## src/logic/sps_pkg.sv

```systemverilog
`default_nettype none

package sps_pkg;

  // ****************************************
  // register map
  // ****************************************
  localparam logic [7:0] OFS_IRQ_STATUS_CONTROL = 8'h00;
  localparam logic [7:0] OFS_DATA               = 8'h04;
  localparam logic [7:0] OFS_RX_DATA            = 8'h08;
  localparam logic [7:0] OFS_CONFIG             = 8'h0C;
  localparam logic [7:0] OFS_QUANTITY           = 8'h10;

  // ****************************************
  // status and control bit positions
  // ****************************************
  localparam int BIT_RX_HOLDING_IRQ_EN = 0;
  localparam int BIT_TX_SHIFTER_IRQ_EN = 1;
  localparam int BIT_TX_HOLDING_IRQ_EN = 2;
  localparam int BIT_RX_HOLDING_FULL   = 3;
  localparam int BIT_TX_SHIFTER_EMPTY  = 4;
  localparam int BIT_TX_HOLDING_EMPTY  = 5;
  localparam int BIT_RX_IDLE_IRQ_EN    = 6;
  localparam int BIT_RX_IDLE_EXPIRED   = 7;
  localparam int BIT_RX_QUEUE_EMPTY    = 8;
  localparam int BIT_RX_QUEUE_FULL     = 9;
  localparam int BIT_TX_QUEUE_EMPTY    = 10;
  localparam int BIT_TX_QUEUE_FULL     = 11;
  localparam int BIT_RX_QUEUE_OVERRUN  = 12;

  // config register fields
  localparam int BIT_CFG_TX_QUEUE_EN = 0;
  localparam int BIT_CFG_RX_QUEUE_EN = 1;
  localparam int BIT_CFG_ASYNC       = 2;
  localparam int POS_CFG_TX_THR      = 4;
  localparam int POS_CFG_RX_THR      = 6;

  // quantity register fields
  localparam int POS_QTY_TX = 10;
  localparam int POS_QTY_RX = 2;

  // ****************************************
  // sizes, counts and reset values
  // ****************************************
  localparam logic [4:0] QUEUE_DEPTH       = 5'h10;
  localparam int         IDLE_BYTES        = 4;
  localparam int         LINK_BITS_PER_BYTE = 10;
  localparam logic [5:0] IDLE_LINK_EDGES   = 6'(IDLE_BYTES * LINK_BITS_PER_BYTE);
  localparam logic [1:0] RST_TX_THR        = 2'h3;
  localparam logic [1:0] RST_RX_THR        = 2'h3;
  localparam logic       RST_ASYNC         = 1'b1;

  typedef struct packed {
    logic [1:0]  sin_sync;
    logic        sin_prev;
    logic [1:0]  sclk_sync;
    logic        sclk_prev;
    logic        tx_queue_en;
    logic        rx_queue_en;
    logic        asynchronous_mode;
    logic [1:0]  tx_thr;
    logic [1:0]  rx_thr;
    logic        rx_idle_irq_en;
    logic        tx_holding_irq_en;
    logic        tx_shifter_irq_en;
    logic        rx_holding_irq_en;
    logic        tx_holding_empty;
    logic        tx_shifter_empty;
    logic        rx_holding_full;
    logic        rx_queue_overrun;
    logic        rx_idle_expired;
    logic [4:0]  tx_cnt;
    logic [4:0]  rx_cnt;
    logic [5:0]  idle_cnt;
    logic [15:0] rdata;
    logic [7:0]  tx_push_data;
    logic        tx_push;
    logic        tx_load;
    logic        rx_pop;
    logic        irq;
  } sps_state_t;

endpackage

`default_nettype wire

```

## src/logic/sps_top.sv

```systemverilog
`timescale 1ns/1ps
`default_nettype none

module sps_top (
  input  wire logic        CLK_SYS,
  input  wire logic        ARST_N,
  input  wire logic [7:0]  REG_ADDR,
  input  wire logic [15:0] REG_WDATA,
  input  wire logic        REG_WR,
  input  wire logic        REG_RD,
  output var  logic [15:0] REG_RDATA,
  input  wire logic [7:0]  RX_HEAD_DATA,
  input  wire logic        TX_LAST_BIT,
  input  wire logic        RX_CHAR_DONE,
  input  wire logic        SERIAL_IN_PIN,
  input  wire logic        SERIAL_CLK,
  output var  logic        TX_PUSH,
  output var  logic [7:0]  TX_PUSH_DATA,
  output var  logic        TX_SHIFT_LOAD,
  output var  logic        RX_POP,
  output var  logic        SERIAL_PORT_IRQ
);

  // ****************************************
  // helpers
  // ****************************************
  function automatic logic [4:0] tx_low_level(input logic [1:0] sel);
    logic [4:0] lvl;
    lvl = 5'h02;
    case (sel)
      2'h0: lvl = 5'h0C;
      2'h1: lvl = 5'h08;
      2'h2: lvl = 5'h04;
      default: lvl = 5'h02;
    endcase
    return lvl;
  endfunction

  function automatic logic [4:0] rx_high_level(input logic [1:0] sel);
    logic [4:0] lvl;
    lvl = 5'h0E;
    case (sel)
      2'h0: lvl = 5'h04;
      2'h1: lvl = 5'h08;
      2'h2: lvl = 5'h0C;
      default: lvl = 5'h0E;
    endcase
    return lvl;
  endfunction

  function automatic logic tx_full(input sps_pkg::sps_state_t s);
    return s.tx_queue_en ? (s.tx_cnt == sps_pkg::QUEUE_DEPTH) : !s.tx_holding_empty;
  endfunction

  function automatic logic rx_full(input sps_pkg::sps_state_t s);
    return s.rx_queue_en ? (s.rx_cnt == sps_pkg::QUEUE_DEPTH) : s.rx_holding_full;
  endfunction

  function automatic logic rx_avail(input sps_pkg::sps_state_t s);
    return s.rx_queue_en ? (s.rx_cnt != 5'h00) : s.rx_holding_full;
  endfunction

  // status word as software sees it
  function automatic logic [15:0] status_word(input sps_pkg::sps_state_t s);
    logic [15:0] w;
    w = 16'h0000;
    w[sps_pkg::BIT_RX_QUEUE_OVERRUN]  = s.rx_queue_overrun;
    w[sps_pkg::BIT_TX_QUEUE_FULL]     = tx_full(s);
    w[sps_pkg::BIT_TX_QUEUE_EMPTY]    = s.tx_queue_en ? (s.tx_cnt == 5'h00)
                                                      : s.tx_holding_empty;
    w[sps_pkg::BIT_RX_QUEUE_FULL]     = rx_full(s);
    w[sps_pkg::BIT_RX_QUEUE_EMPTY]    = !rx_avail(s);
    w[sps_pkg::BIT_RX_IDLE_EXPIRED]   = s.rx_idle_expired;
    w[sps_pkg::BIT_RX_IDLE_IRQ_EN]    = s.rx_idle_irq_en;
    w[sps_pkg::BIT_TX_HOLDING_EMPTY]  = s.tx_queue_en
                                        ? (s.tx_cnt <= tx_low_level(s.tx_thr))
                                        : s.tx_holding_empty;
    w[sps_pkg::BIT_TX_SHIFTER_EMPTY]  = s.tx_shifter_empty;
    // meaningless in synchronous mode, so it reads as zero there
    w[sps_pkg::BIT_RX_HOLDING_FULL]   = s.asynchronous_mode &&
                                        (s.rx_queue_en
                                         ? (s.rx_cnt >= rx_high_level(s.rx_thr))
                                         : s.rx_holding_full);
    w[sps_pkg::BIT_TX_HOLDING_IRQ_EN] = s.tx_holding_irq_en;
    w[sps_pkg::BIT_TX_SHIFTER_IRQ_EN] = s.tx_shifter_irq_en;
    w[sps_pkg::BIT_RX_HOLDING_IRQ_EN] = s.rx_holding_irq_en;
    return w;
  endfunction

  function automatic logic port_irq(input sps_pkg::sps_state_t s);
    logic [15:0] w;
    w = status_word(s);
    return (w[sps_pkg::BIT_TX_HOLDING_EMPTY] && s.tx_holding_irq_en)
         | (w[sps_pkg::BIT_TX_SHIFTER_EMPTY] && s.tx_shifter_irq_en)
         | (w[sps_pkg::BIT_RX_HOLDING_FULL]  && s.rx_holding_irq_en)
         | (w[sps_pkg::BIT_RX_IDLE_EXPIRED]  && s.rx_idle_irq_en);
  endfunction

  // ****************************************
  // state
  // ****************************************
  sps_pkg::sps_state_t s_q;
  sps_pkg::sps_state_t s_d;

  logic wr_status;
  logic wr_data;
  logic wr_rx;
  logic wr_cfg;
  logic rd_status;
  logic rd_data;
  logic rd_rx;
  logic start_edge;
  logic link_edge;
  logic idle_ok;
  logic tx_avail;

  always_comb begin
    wr_status = 1'b0;
    wr_data   = 1'b0;
    wr_rx     = 1'b0;
    wr_cfg    = 1'b0;
    rd_status = 1'b0;
    rd_data   = 1'b0;
    rd_rx     = 1'b0;
    if (REG_ADDR == sps_pkg::OFS_IRQ_STATUS_CONTROL) begin
      wr_status = REG_WR;
      rd_status = REG_RD;
    end else if (REG_ADDR == sps_pkg::OFS_DATA) begin
      wr_data = REG_WR;
      rd_data = REG_RD;
    end else if (REG_ADDR == sps_pkg::OFS_RX_DATA) begin
      wr_rx = REG_WR;
      rd_rx = REG_RD;
    end else if (REG_ADDR == sps_pkg::OFS_CONFIG) begin
      wr_cfg = REG_WR;
    end

    s_d = s_q;

    // ****************************************
    // pin synchronisers
    // ****************************************
    s_d.sin_sync  = {s_q.sin_sync[0], SERIAL_IN_PIN};
    s_d.sin_prev  = s_q.sin_sync[1];
    s_d.sclk_sync = {s_q.sclk_sync[0], SERIAL_CLK};
    s_d.sclk_prev = s_q.sclk_sync[1];
    start_edge    = s_q.sin_prev && !s_q.sin_sync[1];
    link_edge     = !s_q.sclk_prev && s_q.sclk_sync[1];

    // ****************************************
    // control writes
    // ****************************************
    if (wr_status) begin
      s_d.rx_idle_irq_en    = REG_WDATA[sps_pkg::BIT_RX_IDLE_IRQ_EN];
      s_d.tx_holding_irq_en = REG_WDATA[sps_pkg::BIT_TX_HOLDING_IRQ_EN];
      s_d.tx_shifter_irq_en = REG_WDATA[sps_pkg::BIT_TX_SHIFTER_IRQ_EN];
      s_d.rx_holding_irq_en = REG_WDATA[sps_pkg::BIT_RX_HOLDING_IRQ_EN];
    end
    if (wr_cfg) begin
      s_d.tx_queue_en       = REG_WDATA[sps_pkg::BIT_CFG_TX_QUEUE_EN];
      s_d.rx_queue_en       = REG_WDATA[sps_pkg::BIT_CFG_RX_QUEUE_EN];
      s_d.asynchronous_mode = REG_WDATA[sps_pkg::BIT_CFG_ASYNC];
      s_d.tx_thr            = REG_WDATA[sps_pkg::POS_CFG_TX_THR +: 2];
      s_d.rx_thr            = REG_WDATA[sps_pkg::POS_CFG_RX_THR +: 2];
    end

    // ****************************************
    // transmit side
    // ****************************************
    s_d.tx_push      = 1'b0;
    s_d.tx_load      = 1'b0;
    s_d.tx_push_data = s_q.tx_push_data;
    if (TX_LAST_BIT) begin
      s_d.tx_shifter_empty = 1'b1;
    end
    // a write into a full holding stage or queue is dropped
    if (wr_data && !tx_full(s_q)) begin
      s_d.tx_push      = 1'b1;
      s_d.tx_push_data = REG_WDATA[7:0];
      if (s_q.tx_queue_en) begin
        s_d.tx_cnt = s_q.tx_cnt + 5'h01;
      end else begin
        s_d.tx_holding_empty = 1'b0;
      end
    end
    tx_avail = s_d.tx_queue_en ? (s_d.tx_cnt != 5'h00) : !s_d.tx_holding_empty;
    // an idle shifter pulls the next byte at once, so a write into an
    // idle path leaves the holding stage empty and only the shifter busy
    if (s_d.tx_shifter_empty && tx_avail) begin
      s_d.tx_load          = 1'b1;
      s_d.tx_shifter_empty = 1'b0;
      if (s_d.tx_queue_en) begin
        s_d.tx_cnt = s_d.tx_cnt - 5'h01;
      end else begin
        s_d.tx_holding_empty = 1'b1;
      end
    end

    // ****************************************
    // receive side
    // ****************************************
    s_d.rx_pop = 1'b0;
    if (rd_status) begin
      s_d.rx_queue_overrun = 1'b0;
    end
    if (rd_data && rx_avail(s_q)) begin
      s_d.rx_pop = 1'b1;
      if (s_q.rx_queue_en) begin
        s_d.rx_cnt = s_q.rx_cnt - 5'h01;
      end else begin
        s_d.rx_holding_full = 1'b0;
      end
    end
    // arrival after the pop, so a byte landing on a read is kept
    if (RX_CHAR_DONE) begin
      if (rx_full(s_q) && !s_d.rx_pop) begin
        s_d.rx_queue_overrun = 1'b1;
      end else if (s_d.rx_queue_en) begin
        s_d.rx_cnt = s_d.rx_cnt + 5'h01;
      end else begin
        s_d.rx_holding_full = 1'b1;
      end
    end

    // ****************************************
    // receive idle timer
    // ****************************************
    // counts link clock edges as bit times; the count only means byte
    // times while the peer keeps the link clock running
    if (wr_rx) begin
      s_d.rx_idle_expired = 1'b0;
    end
    idle_ok = !rx_full(s_q) && !start_edge && !rd_data && !rd_rx && !wr_rx;
    if (!idle_ok) begin
      s_d.idle_cnt = 6'h00;
    end else if (link_edge && (s_q.idle_cnt != sps_pkg::IDLE_LINK_EDGES)) begin
      s_d.idle_cnt = s_q.idle_cnt + 6'h01;
    end
    if (idle_ok && (s_d.idle_cnt == sps_pkg::IDLE_LINK_EDGES)) begin
      s_d.rx_idle_expired = 1'b1;
    end

    // ****************************************
    // read data and interrupt
    // ****************************************
    s_d.rdata = 16'h0000;
    if (rd_status) begin
      s_d.rdata = status_word(s_q);
    end else if (rd_data || rd_rx) begin
      s_d.rdata = {8'h00, RX_HEAD_DATA};
    end else if (REG_RD && (REG_ADDR == sps_pkg::OFS_CONFIG)) begin
      s_d.rdata[sps_pkg::BIT_CFG_TX_QUEUE_EN]   = s_q.tx_queue_en;
      s_d.rdata[sps_pkg::BIT_CFG_RX_QUEUE_EN]   = s_q.rx_queue_en;
      s_d.rdata[sps_pkg::BIT_CFG_ASYNC]         = s_q.asynchronous_mode;
      s_d.rdata[sps_pkg::POS_CFG_TX_THR +: 2]   = s_q.tx_thr;
      s_d.rdata[sps_pkg::POS_CFG_RX_THR +: 2]   = s_q.rx_thr;
    end else if (REG_RD && (REG_ADDR == sps_pkg::OFS_QUANTITY)) begin
      s_d.rdata[sps_pkg::POS_QTY_TX +: 5] = s_q.tx_cnt;
      s_d.rdata[sps_pkg::POS_QTY_RX +: 5] = s_q.rx_cnt;
    end
    // built from the next state so it drops with its status or enable
    s_d.irq = port_irq(s_d);
  end

  always_ff @(posedge CLK_SYS or negedge ARST_N) begin
    if (!ARST_N) begin
      s_q                   <= '0;
      s_q.asynchronous_mode <= sps_pkg::RST_ASYNC;
      s_q.tx_thr            <= sps_pkg::RST_TX_THR;
      s_q.rx_thr            <= sps_pkg::RST_RX_THR;
      s_q.tx_holding_empty  <= 1'b1;
      s_q.tx_shifter_empty  <= 1'b1;
      s_q.sin_sync          <= 2'h3;
      s_q.sin_prev          <= 1'b1;
    end else begin
      s_q <= s_d;
    end
  end

  assign REG_RDATA       = s_q.rdata;
  assign TX_PUSH         = s_q.tx_push;
  assign TX_PUSH_DATA    = s_q.tx_push_data;
  assign TX_SHIFT_LOAD   = s_q.tx_load;
  assign RX_POP          = s_q.rx_pop;
  assign SERIAL_PORT_IRQ = s_q.irq;

endmodule

`default_nettype wire

```

## config.mk

```make
export PLATFORM = sky130hd
export DESIGN_NAME = sps_top
export DESIGN_NICKNAME = d
export VERILOG_FILES = /design/src/logic/sps_pkg.sv /design/src/logic/sps_top.sv
export SDC_FILE = /design/constraint.sdc
export NUM_CORES = 1
export LEC_CHECK = 0
export ABC_AREA = 1
export BUFFER_PORTS_ARGS = -buffer_cell sky130_fd_sc_hd__buf_2
export CAP_MARGIN = 30
export CORE_UTILIZATION = 55
export CTS_CLUSTER_DIAMETER = 100
export CTS_CLUSTER_SIZE = 24
export DETAILED_ROUTE_END_ITERATION = 7
export PLACE_DENSITY_LB_ADDON = 0.08
export SYNTH_ARGS = -nofsm -noshare
export SYNTH_HDL_FRONTEND = slang
export SYNTH_SLANG_ARGS = --single-unit
```

## constraint.sdc

```tcl
create_clock -name CLK_SYS -period 5.96 [get_ports CLK_SYS]
set_clock_uncertainty 0.2 [all_clocks]
set_input_delay 1.192 -clock CLK_SYS [delete_from_list [all_inputs] [get_ports CLK_SYS]]
set_output_delay 1.192 -clock CLK_SYS [all_outputs]
set_load 0.01 [all_outputs]
```

Yosys cells after proc, flatten, opt, wreduce, memory -nomap -nowiden --
Index checks and enable logic that the tools add are counted.
Storage, ports and cells: register bits 66, output and inout bits 28, logic and storage cells 168, input port bits 40
Cells by class: $lt $le $gt $ge 4, multiplexer cells 72, equal/unequal tests 16, reduce and logical (&&, ||, !) cells 41, add/sub/neg operators 5, bitwise gates (word level) 3
Operator list (number):
- $mux W5 | 15
- $pmux W4 S3 | 4
- $mux W1 | 43
- $logic_and A1 B1 Y1 | 20
- $eq A8 B4 Y1 const B | 2
- $mux W15 | 1
- $logic_not A1 Y1 | 12
- $mux W6 | 2
- $add A5 B1 Y5 const B | 2
- $eq A5 B5 Y1 const B | 2
- $ge A5 B5 Y1 | 2
- $le A5 B5 Y1 | 2
- $reduce_bool A5 Y1 | 2
- $sub A5 B1 Y5 const B | 2
- $eq A2 B1 Y1 const B | 4
- $eq A2 B2 Y1 const B | 4
- $eq A8 B3 Y1 const B | 1
- $eq A8 B5 Y1 const B | 1
- $logic_not A2 Y1 | 4
- $logic_not A8 Y1 | 1
- $mux W8 | 1
- $mux W7 | 1
- $add A6 B1 Y6 const B | 1
- $eq A6 B6 Y1 const B | 1
- other kinds (7) | 11

Longest topological paths before layout --
Gate-level depths: netlist of the first run.
depth after elaboration 15, mapped depth 27, mapped depth without buffers 27

Worst setup path before layout of the first run --
Ideal clock, no wire load.
path type in2reg, start input port REG_ADDR[4], end register s_q (netlist bit SERIAL_PORT_IRQ), path buffers 0, stages on the path 20, data required time 5.641 ns, setup time 0.119 ns, data arrival time 3.527 ns, slack 2.114 ns, cell sequence nor2_2 > nand2_4 > nor2_1 > nor2_1 > nand2_1 > nor3b_1 > o21ai_0 > inv_1 > ha_1 > inv_1 > nor2_1 > xor2_1 > inv_1 > ha_1 > a21oi_1 > nor2_1 > a21oi_1 > nand3_1 > a21oi_1 > nand2_1
RTL lines:
- from (decl) | RTL line sps_top.sv:7 | input wire logic [7:0] REG_ADDR,
- to (decl) | RTL line sps_top.sv:102 | sps_pkg::sps_state_t s_q;

==> flow_metrics.py, run 1 <==
metrics = {
    "run_status": {
        "outcome": "finished clean",
    },
    "final_layout": {
        "layout-drive-gt1-share": 0.204,
        "final_util": 0.639,
        "syn2layout_area_growth_pct": 9.84,
        "fin_area_mm2": 0.00441,
        "n_antenna_cell": 0,
        "final_cells": 664,
        "layout.nets": 624,
    },
    "logic_synthesis": {
        "synth_flop_cell": "dfrtp_1",
        "ys_ff_latch": 65,
        "synth_top_area_share": 0.343,
        "synth_area_per_cell_um2": 7.64,
        "synthCells": 526,
        "yosys.area.top_type": "dfrtp_1",
        "synth-edff-count": 0,
        "synth_warnings": 0,
        "synth_most_common_cell": "nand2_1",
        "syn-cell-area_mm2": 0.00402,
        "ys_top_cells_by_count": "nand2_1 (141), inv_1 (75), dfrtp_1 (55), nor2_1 (33), o21ai_0 (33)",
        "syn_nets": 586,
        "synthArstFlopShare": 1.00,
        "yosysUniqueCellTypes": 40,
        "synthTopCellsByArea": "dfrtp_1 (34%), nand2_1 (13%), inv_1 (7.0%)",
        "synth-seq-area-share": 0.408,
    },
    "hold_path": {
        "hold_start": "s_d[62]$_DFF_PN0_",
        "hold_path_class": "reg -> reg",
        "holdPathEnd": "s_d[60]$_DFF_PN0_",
        "hold_depth": 0,
    },
    "placed_design": {
        "place_congestion": 0.875,
        "dpl_cell_area_mm2": 0.00422,
        "place_inst": 649,
        "portBuffers": 58,
        "hpwl_um": 6720,
    },
    "die": {
        "coreArea_mm2": 0.00691,
        "die-area_mm2": 0.00765,
        "die_w_um": 87.5,
        "num_rows": 30,
        "die_h_um": 87.5,
        "ioPinCount": 68,
        "initial_core_util": 0.582,
    },
    "grt": {
        "grt.overflow.total": 0,
        "grt_max_degree": 66,
        "grt_pass1_vias": 3188,
        "grt_usage": 0.256,
        "antenna_found_initial": 0,
        "grt_pass1_wl_um": 14700,
    },
    "critical_path": {
        "crit_buf_inv": 5,
        "critPathSlowestCell": "nor3b_1",
        "cp.required_ps": 6010,
        "path_max_fanout": 6,
        "rr_worst_depth": 25,
        "arrival_ps": 4130,
        "cpLargestDelayFamily": "simple AND/OR/NAND/NOR gates",
        "cp-end-kind": "flop",
        "ff2ff_setup_slack_ps": 2150,
        "cp_cell_sequence": "buf_2, inv_1, nand3_1, nor2_1, nor2_1, nand2_1, nor3b_1, o21ai_0, inv_1, ha_1, inv_1, nor2_1, xor2_1, inv_1, ha_1, a21oi_1, nor2_1, a21oi_1, nand3_1, a21oi_1, nand2_1",
        "timing.rr.start": "s_q[59]$_DFF_PN0_",
        "max_stage_delay_ps": 310,
        "startpoint_type": "input pin",
        "reg2reg_to": "SERIAL_PORT_IRQ$_DFF_PN0_",
        "path_class": "in -> reg",
    },
    "routing": {
        "drc": 0,
        "postRouteAntennaNets": 0,
        "viasPerCell": 5.13,
        "vias": 3405,
        "dr.pass1.iters": 5,
        "wirelength_um": 8870,
        "wl_per_cell_um": 13.4,
        "first_iter_violations": 224,
    },
    "cts": {
        "clk_pin_slew_ps": 70,
        "clk_latency_ps": 360,
        "cts.sinks": 65,
        "numCtsBuffers": 9,
        "cts_htree_levels": 3,
        "ctsLongestPathBuffers": 2,
        "cts_tree": "done",
        "post-cts-setup-buffer-count": 0,
        "cts-root-buf": "clkbuf_8",
        "hold_buffers": 0,
        "cts_resized": 0,
    },
    "sta": {
        "finalCritPeriodShare": 0.684,
        "max_freq_mhz": 245,
        "slew-limit-headroom": 0.463,
        "min_period_ps": 4080,
        "setup_violations": 0,
        "setup_tns_ps": 0,
        "rsz0062_at_grt": "false",
        "drv_slew": 0,
        "hold_violations": 0,
        "tightestPinTransition_ps": 805,
    },
    "flow_run": {
        "drv_cap": 0,
    },
    "pwr": {
        "p_per_area_mw_per_mm2": 338,
        "vdd_drop_max_mv": 0.205,
        "p_leak_uw": 0.00247,
    },
}
## worst max-delay path by stage
stage                                end  cells past startpoint         from  slack, ps
6_report       SERIAL_PORT_IRQ$_DFF_PN0_                     21  REG_ADDR[3]       1880
5_1_grt        SERIAL_PORT_IRQ$_DFF_PN0_                     21  REG_ADDR[3]       1490
4_1_cts        SERIAL_PORT_IRQ$_DFF_PN0_                     21  REG_ADDR[3]       1890
3_5_place_dp   SERIAL_PORT_IRQ$_DFF_PN0_                     21  REG_ADDR[3]       1530
3_3_place_gp   SERIAL_PORT_IRQ$_DFF_PN0_                     21  REG_ADDR[1]       1590
2_1_floorplan  SERIAL_PORT_IRQ$_DFF_PN0_                     20  REG_ADDR[4]       2110
## cell type report
| cell class | count | area, um^2 |
|---|---|---|
| tap | 96 | 120 |
| clock buffer | 12 | 155 |
| fill | 639 | 2490 |
| timing repair buffer | 59 | 298 |
| sequential | 65 | 1640 |
| clock inverter | 3 | 40.0 |
| multi-input combinational | 341 | 1830 |
| inverter | 88 | 330 |
## layout by cell type, fill, tap and decap left out, drive strengths merged, types with 7 or more instances in the layout
master,count
xor2,8
clkbuf,12
nand4,9
nand2,146
o211ai,7
o21ai,41
a21oi,14
inv,87
nor2,42
ha,20
dfrtp,55
buf,59
nand3,32
dfstp,10
## stage by stage
stage	worst slack [ps]	hold WS [ps]	power, uW
global route	1490	155	1620
finish	1880	151	1490
CTS	1890	152	1500
global placement	1590	133	1080
floorplan	2110	131	978
detailed placement	1530	137	1110
## worst reg2reg max path, cell delays in order (launching register included)
cell and delay (ps):
dfrtp_1 540, inv_2 180, nand2_1 100, nand2_1 140
inv_1 50, nand2_1 150, nand3_4 220, nand2_1 170
nand2_2 100, ha_1 210, inv_1 60, nor2_1 50
nand3_2 100, nand3_2 120, nor2_2 150, nand2_1 110
o21ai_1 150, nand2_1 120, ha_1 310, nand2_1 60
o21ai_0 160, nand2_1 70, nand2_1 60, nand2_1 50
nand2_1 50, nand2_1 50
## registers in the layout (all words and copies together) (netlist names)
signal	count
REG_RDATA	15
RX_POP	1
SERIAL_PORT_IRQ	1
TX_PUSH	1
TX_PUSH_DATA	8
TX_SHIFT_LOAD	1
s_d	4
s_q	34
## where the power goes
group	internal [uW]	total (uW)	leakage [uW]	switching (uW)
registers	503	572	0.000820	68.3
logic	194	541	0.00155	346
clock network	212	380	0.000102	168
## logic make-up after synthesis
family | synth area share
buffers and inverters | 0.136
DFF | 0.408
and+or+nand+nor | 0.269
xor gates and xnor gates | 0.0240
other | 0.000934
AOI/OAI and AO/OA | 0.0991
adders and majority gates | 0.0623
## metal layers
layer | up-vias | global-route usage | share of wire
li1 | 1717 | - | -
met1 | 1563 | 0.360 | 0.47
met2 | 108 | 0.385 | 0.44
met3 | 17 | 0.0645 | 0.060
met4 | 0 | 0.0894 | 0.024
met5 | - | 0 | 0
No activity file was read; power rests on OpenSTA's default activity.
==> run 2: changes to the inputs <==
--- a/config.mk
+++ b/config.mk
@@ -8,7 +8,7 @@
 export ABC_AREA = 1
 export BUFFER_PORTS_ARGS = -buffer_cell sky130_fd_sc_hd__buf_2
 export CAP_MARGIN = 30
-export CORE_UTILIZATION = 55
+export CORE_UTILIZATION = 51
 export CTS_CLUSTER_DIAMETER = 100
 export CTS_CLUSTER_SIZE = 24
 export DETAILED_ROUTE_END_ITERATION = 7
==> constraint.sdc (replaced) <==
create_clock -name CLK_SYS -period 3.5 [get_ports CLK_SYS]
set_clock_uncertainty 0.2 [all_clocks]
set_input_delay 0.7 -clock CLK_SYS [delete_from_list [all_inputs] [get_ports CLK_SYS]]
set_output_delay 0.7 -clock CLK_SYS [all_outputs]
set_load 0.01 [all_outputs]
==> flow_metrics.py, run 2 (same netlist as run 1, synthesis figures left out) <==
metrics = {
    "run_status": {
        "outcome": "finished clean",
    },
    "cts": {
        "cts_tree": "done",
        "cts-root-buf": "clkbuf_8",
        "cts_htree_levels": 3,
        "ctsLongestPathBuffers": 2,
        "numCtsBuffers": 9,
        "clk_pin_slew_ps": 70,
        "cts.sinks": 65,
        "hold_buffers": 0,
        "clk_latency_ps": 340,
    },
    "final_layout": {
        "fill_cells": 711,
        "n_antenna_cell": 0,
        "final_cells": 718,
        "layout_commonest_cell": "nand2_1",
        "syn2layout_area_growth_pct": 19.8,
        "layout.nets": 674,
        "multi_input_area_mm2": 0.00188,
        "layout-drive-gt1-share": 0.286,
        "layout_common_cells": "nand2_1 (139), inv_1 (74), buf_2 (58)",
        "top_register": "s_q",
        "largest_reg_flops": 34,
        "register_area_mm2": 0.00164,
    },
    "critical_path": {
        "arrival_ps": 3320,
        "rr_worst_depth": 25,
        "path_class": "in -> reg",
        "cp-end-kind": "flop",
        "timing.rr.start": "s_q[39]$_DFF_PN0_",
        "startpoint_type": "input pin",
        "ff2ff_setup_slack_ps": 250,
        "reg2reg_to": "SERIAL_PORT_IRQ$_DFF_PN0_",
        "cp.required_ps": 3540,
        "path_max_fanout": 4,
    },
    "pwr": {
        "p_switching_uw": 1030,
        "switching_share": 0.391,
        "p_int_uw": 1610,
        "total_power_uw": 2650,
        "seq_power_share": 0.361,
        "p_leak_uw": 0.00270,
        "p_per_area_mw_per_mm2": 550,
        "combPwrFrac": 0.429,
        "vdd_drop_max_mv": 0.327,
        "clockPowerShare": 0.210,
    },
    "grt": {
        "grt.overflow.total": 0,
        "grt_usage": 0.250,
        "grt_max_degree": 31,
        "grt_pass1_vias": 3393,
        "antenna_found_initial": 0,
        "grt_pass1_wl_um": 15900,
    },
    "routing": {
        "wirelength_um": 9560,
        "postRouteAntennaNets": 0,
        "first_iter_violations": 170,
        "drc": 0,
        "wl_per_cell_um": 13.3,
        "dr.pass1.iters": 4,
        "vias": 3595,
        "viasPerCell": 5.01,
    },
    "flow_run": {
        "drv_cap": 0,
    },
    "die": {
        "coreArea_mm2": 0.00745,
        "die_h_um": 90.7,
        "initial_core_util": 0.539,
        "die-area_mm2": 0.00823,
        "die_w_um": 90.7,
        "num_rows": 31,
        "ioPinCount": 68,
    },
    "sta": {
        "drv_slew": 0,
        "min_period_ps": 3280,
        "setup_violations": 0,
        "rsz0062_at_grt": "false",
        "finalCritPeriodShare": 0.938,
        "max_freq_mhz": 305,
        "hold_ws_ps": 89.9,
        "hold_violations": 0,
    },
    "placed_design": {
        "hpwl_um": 7370,
        "place_congestion": 0.883,
        "portBuffers": 58,
        "place_inst": 697,
    },
    "hold_path": {
        "hold_path_class": "in -> async",
    },
}
## run 2: cell types whose count changed in the layout (fill, tap and decap cells not counted), sizes merged
cell,change
clkbuf,+1
clkinvlp,+1
bufinv,-1
buf,+50
## run 2: per-layer routing
layer | vias up | global-route usage | share of wire
met4 | 0 | 0.0995 | 0.012
met3 | 8 | 0.0471 | 0.047
met5 | - | 0 | 0
li1 | 1819 | - | -
met1 | 1660 | 0.347 | 0.49
met2 | 108 | 0.384 | 0.45
## run 2: worst max-delay path by stage
| stage | from | end | slack, ps | cells after the start |
|---|---|---|---|---|
| 4_1_cts | REG_ADDR[1] | SERIAL_PORT_IRQ$_DFF_PN0_ | 100 | 20 |
| 6_report | REG_ADDR[4] | SERIAL_PORT_IRQ$_DFF_PN0_ | 220 | 27 |
| 3_5_place_dp | REG_ADDR[1] | SERIAL_PORT_IRQ$_DFF_PN0_ | -260 | 20 |
| 3_3_place_gp | REG_ADDR[4] | SERIAL_PORT_IRQ$_DFF_PN0_ | -190 | 21 |
| 2_1_floorplan | REG_ADDR[4] | SERIAL_PORT_IRQ$_DFF_PN0_ | 150 | 20 |
| 5_1_grt | s_q[34]$_DFF_PN0_ | SERIAL_PORT_IRQ$_DFF_PN0_ | 0.4 | 17 |
## run 2: final cells by class
cell class | instances | area share
clock buffers | 13 | 0.0309
clock inverters | 3 | 0.00364
inverters | 88 | 0.0686
multi-input cells | 341 | 0.391
flip-flops and latches | 65 | 0.341
well taps | 99 | 0.0257
repair buffers | 109 | 0.140
## run 2: timing repair
item | 4_1_cts | 5_1_grt
resized for setup | 0 | 17
setup buffers | 0 | 5
setup endpoints to repair | 0 | 1
hold endpoints to repair | 0 | 0
## run 2: stage by stage
stage	worst slack [ps]	area (um^2)	TNS, ps	utilization
after floorplan	146	4020	0	-
after global placement	-186	4560	-186	0.612
after detailed placement	-263	4560	-263	0.612
after CTS	95.0	4720	0	0.634
after global routing	0.377	4810	0	0.646
final	219	4810	0	0.646
## run 2: power groups by stage
stage | registers [uW] | logic [uW] | clock network [uW]
2_1_floorplan | 942 | 724 | 0
3_3_place_gp | 967 | 1010 | 0
3_5_place_dp | 969 | 1050 | 0
4_1_cts | 956 | 1070 | 576
5_1_grt | 967 | 1290 | 609
6_report | 955 | 1130 | 556
## run 2: critical path, cell delays in order
cell and delay, ps:
buf_2 130, nor2_4 120, nand2_4 90, nor2_8 120, buf_4 150, nand2_4 80
nor2_8 100, nand2_1 70, nand2_2 80, inv_2 40, ha_1 170, inv_1 60
nor2_2 40, nand3_2 70, nand3_2 80, nor2_2 110, nand2_1 90, o21ai_1 130
nand2_1 110, ha_1 310, nand2_1 60, o21ai_0 140, nand2_1 70, nand2_1 50
nand2_1 40, nand2_1 50, nand2_1 40
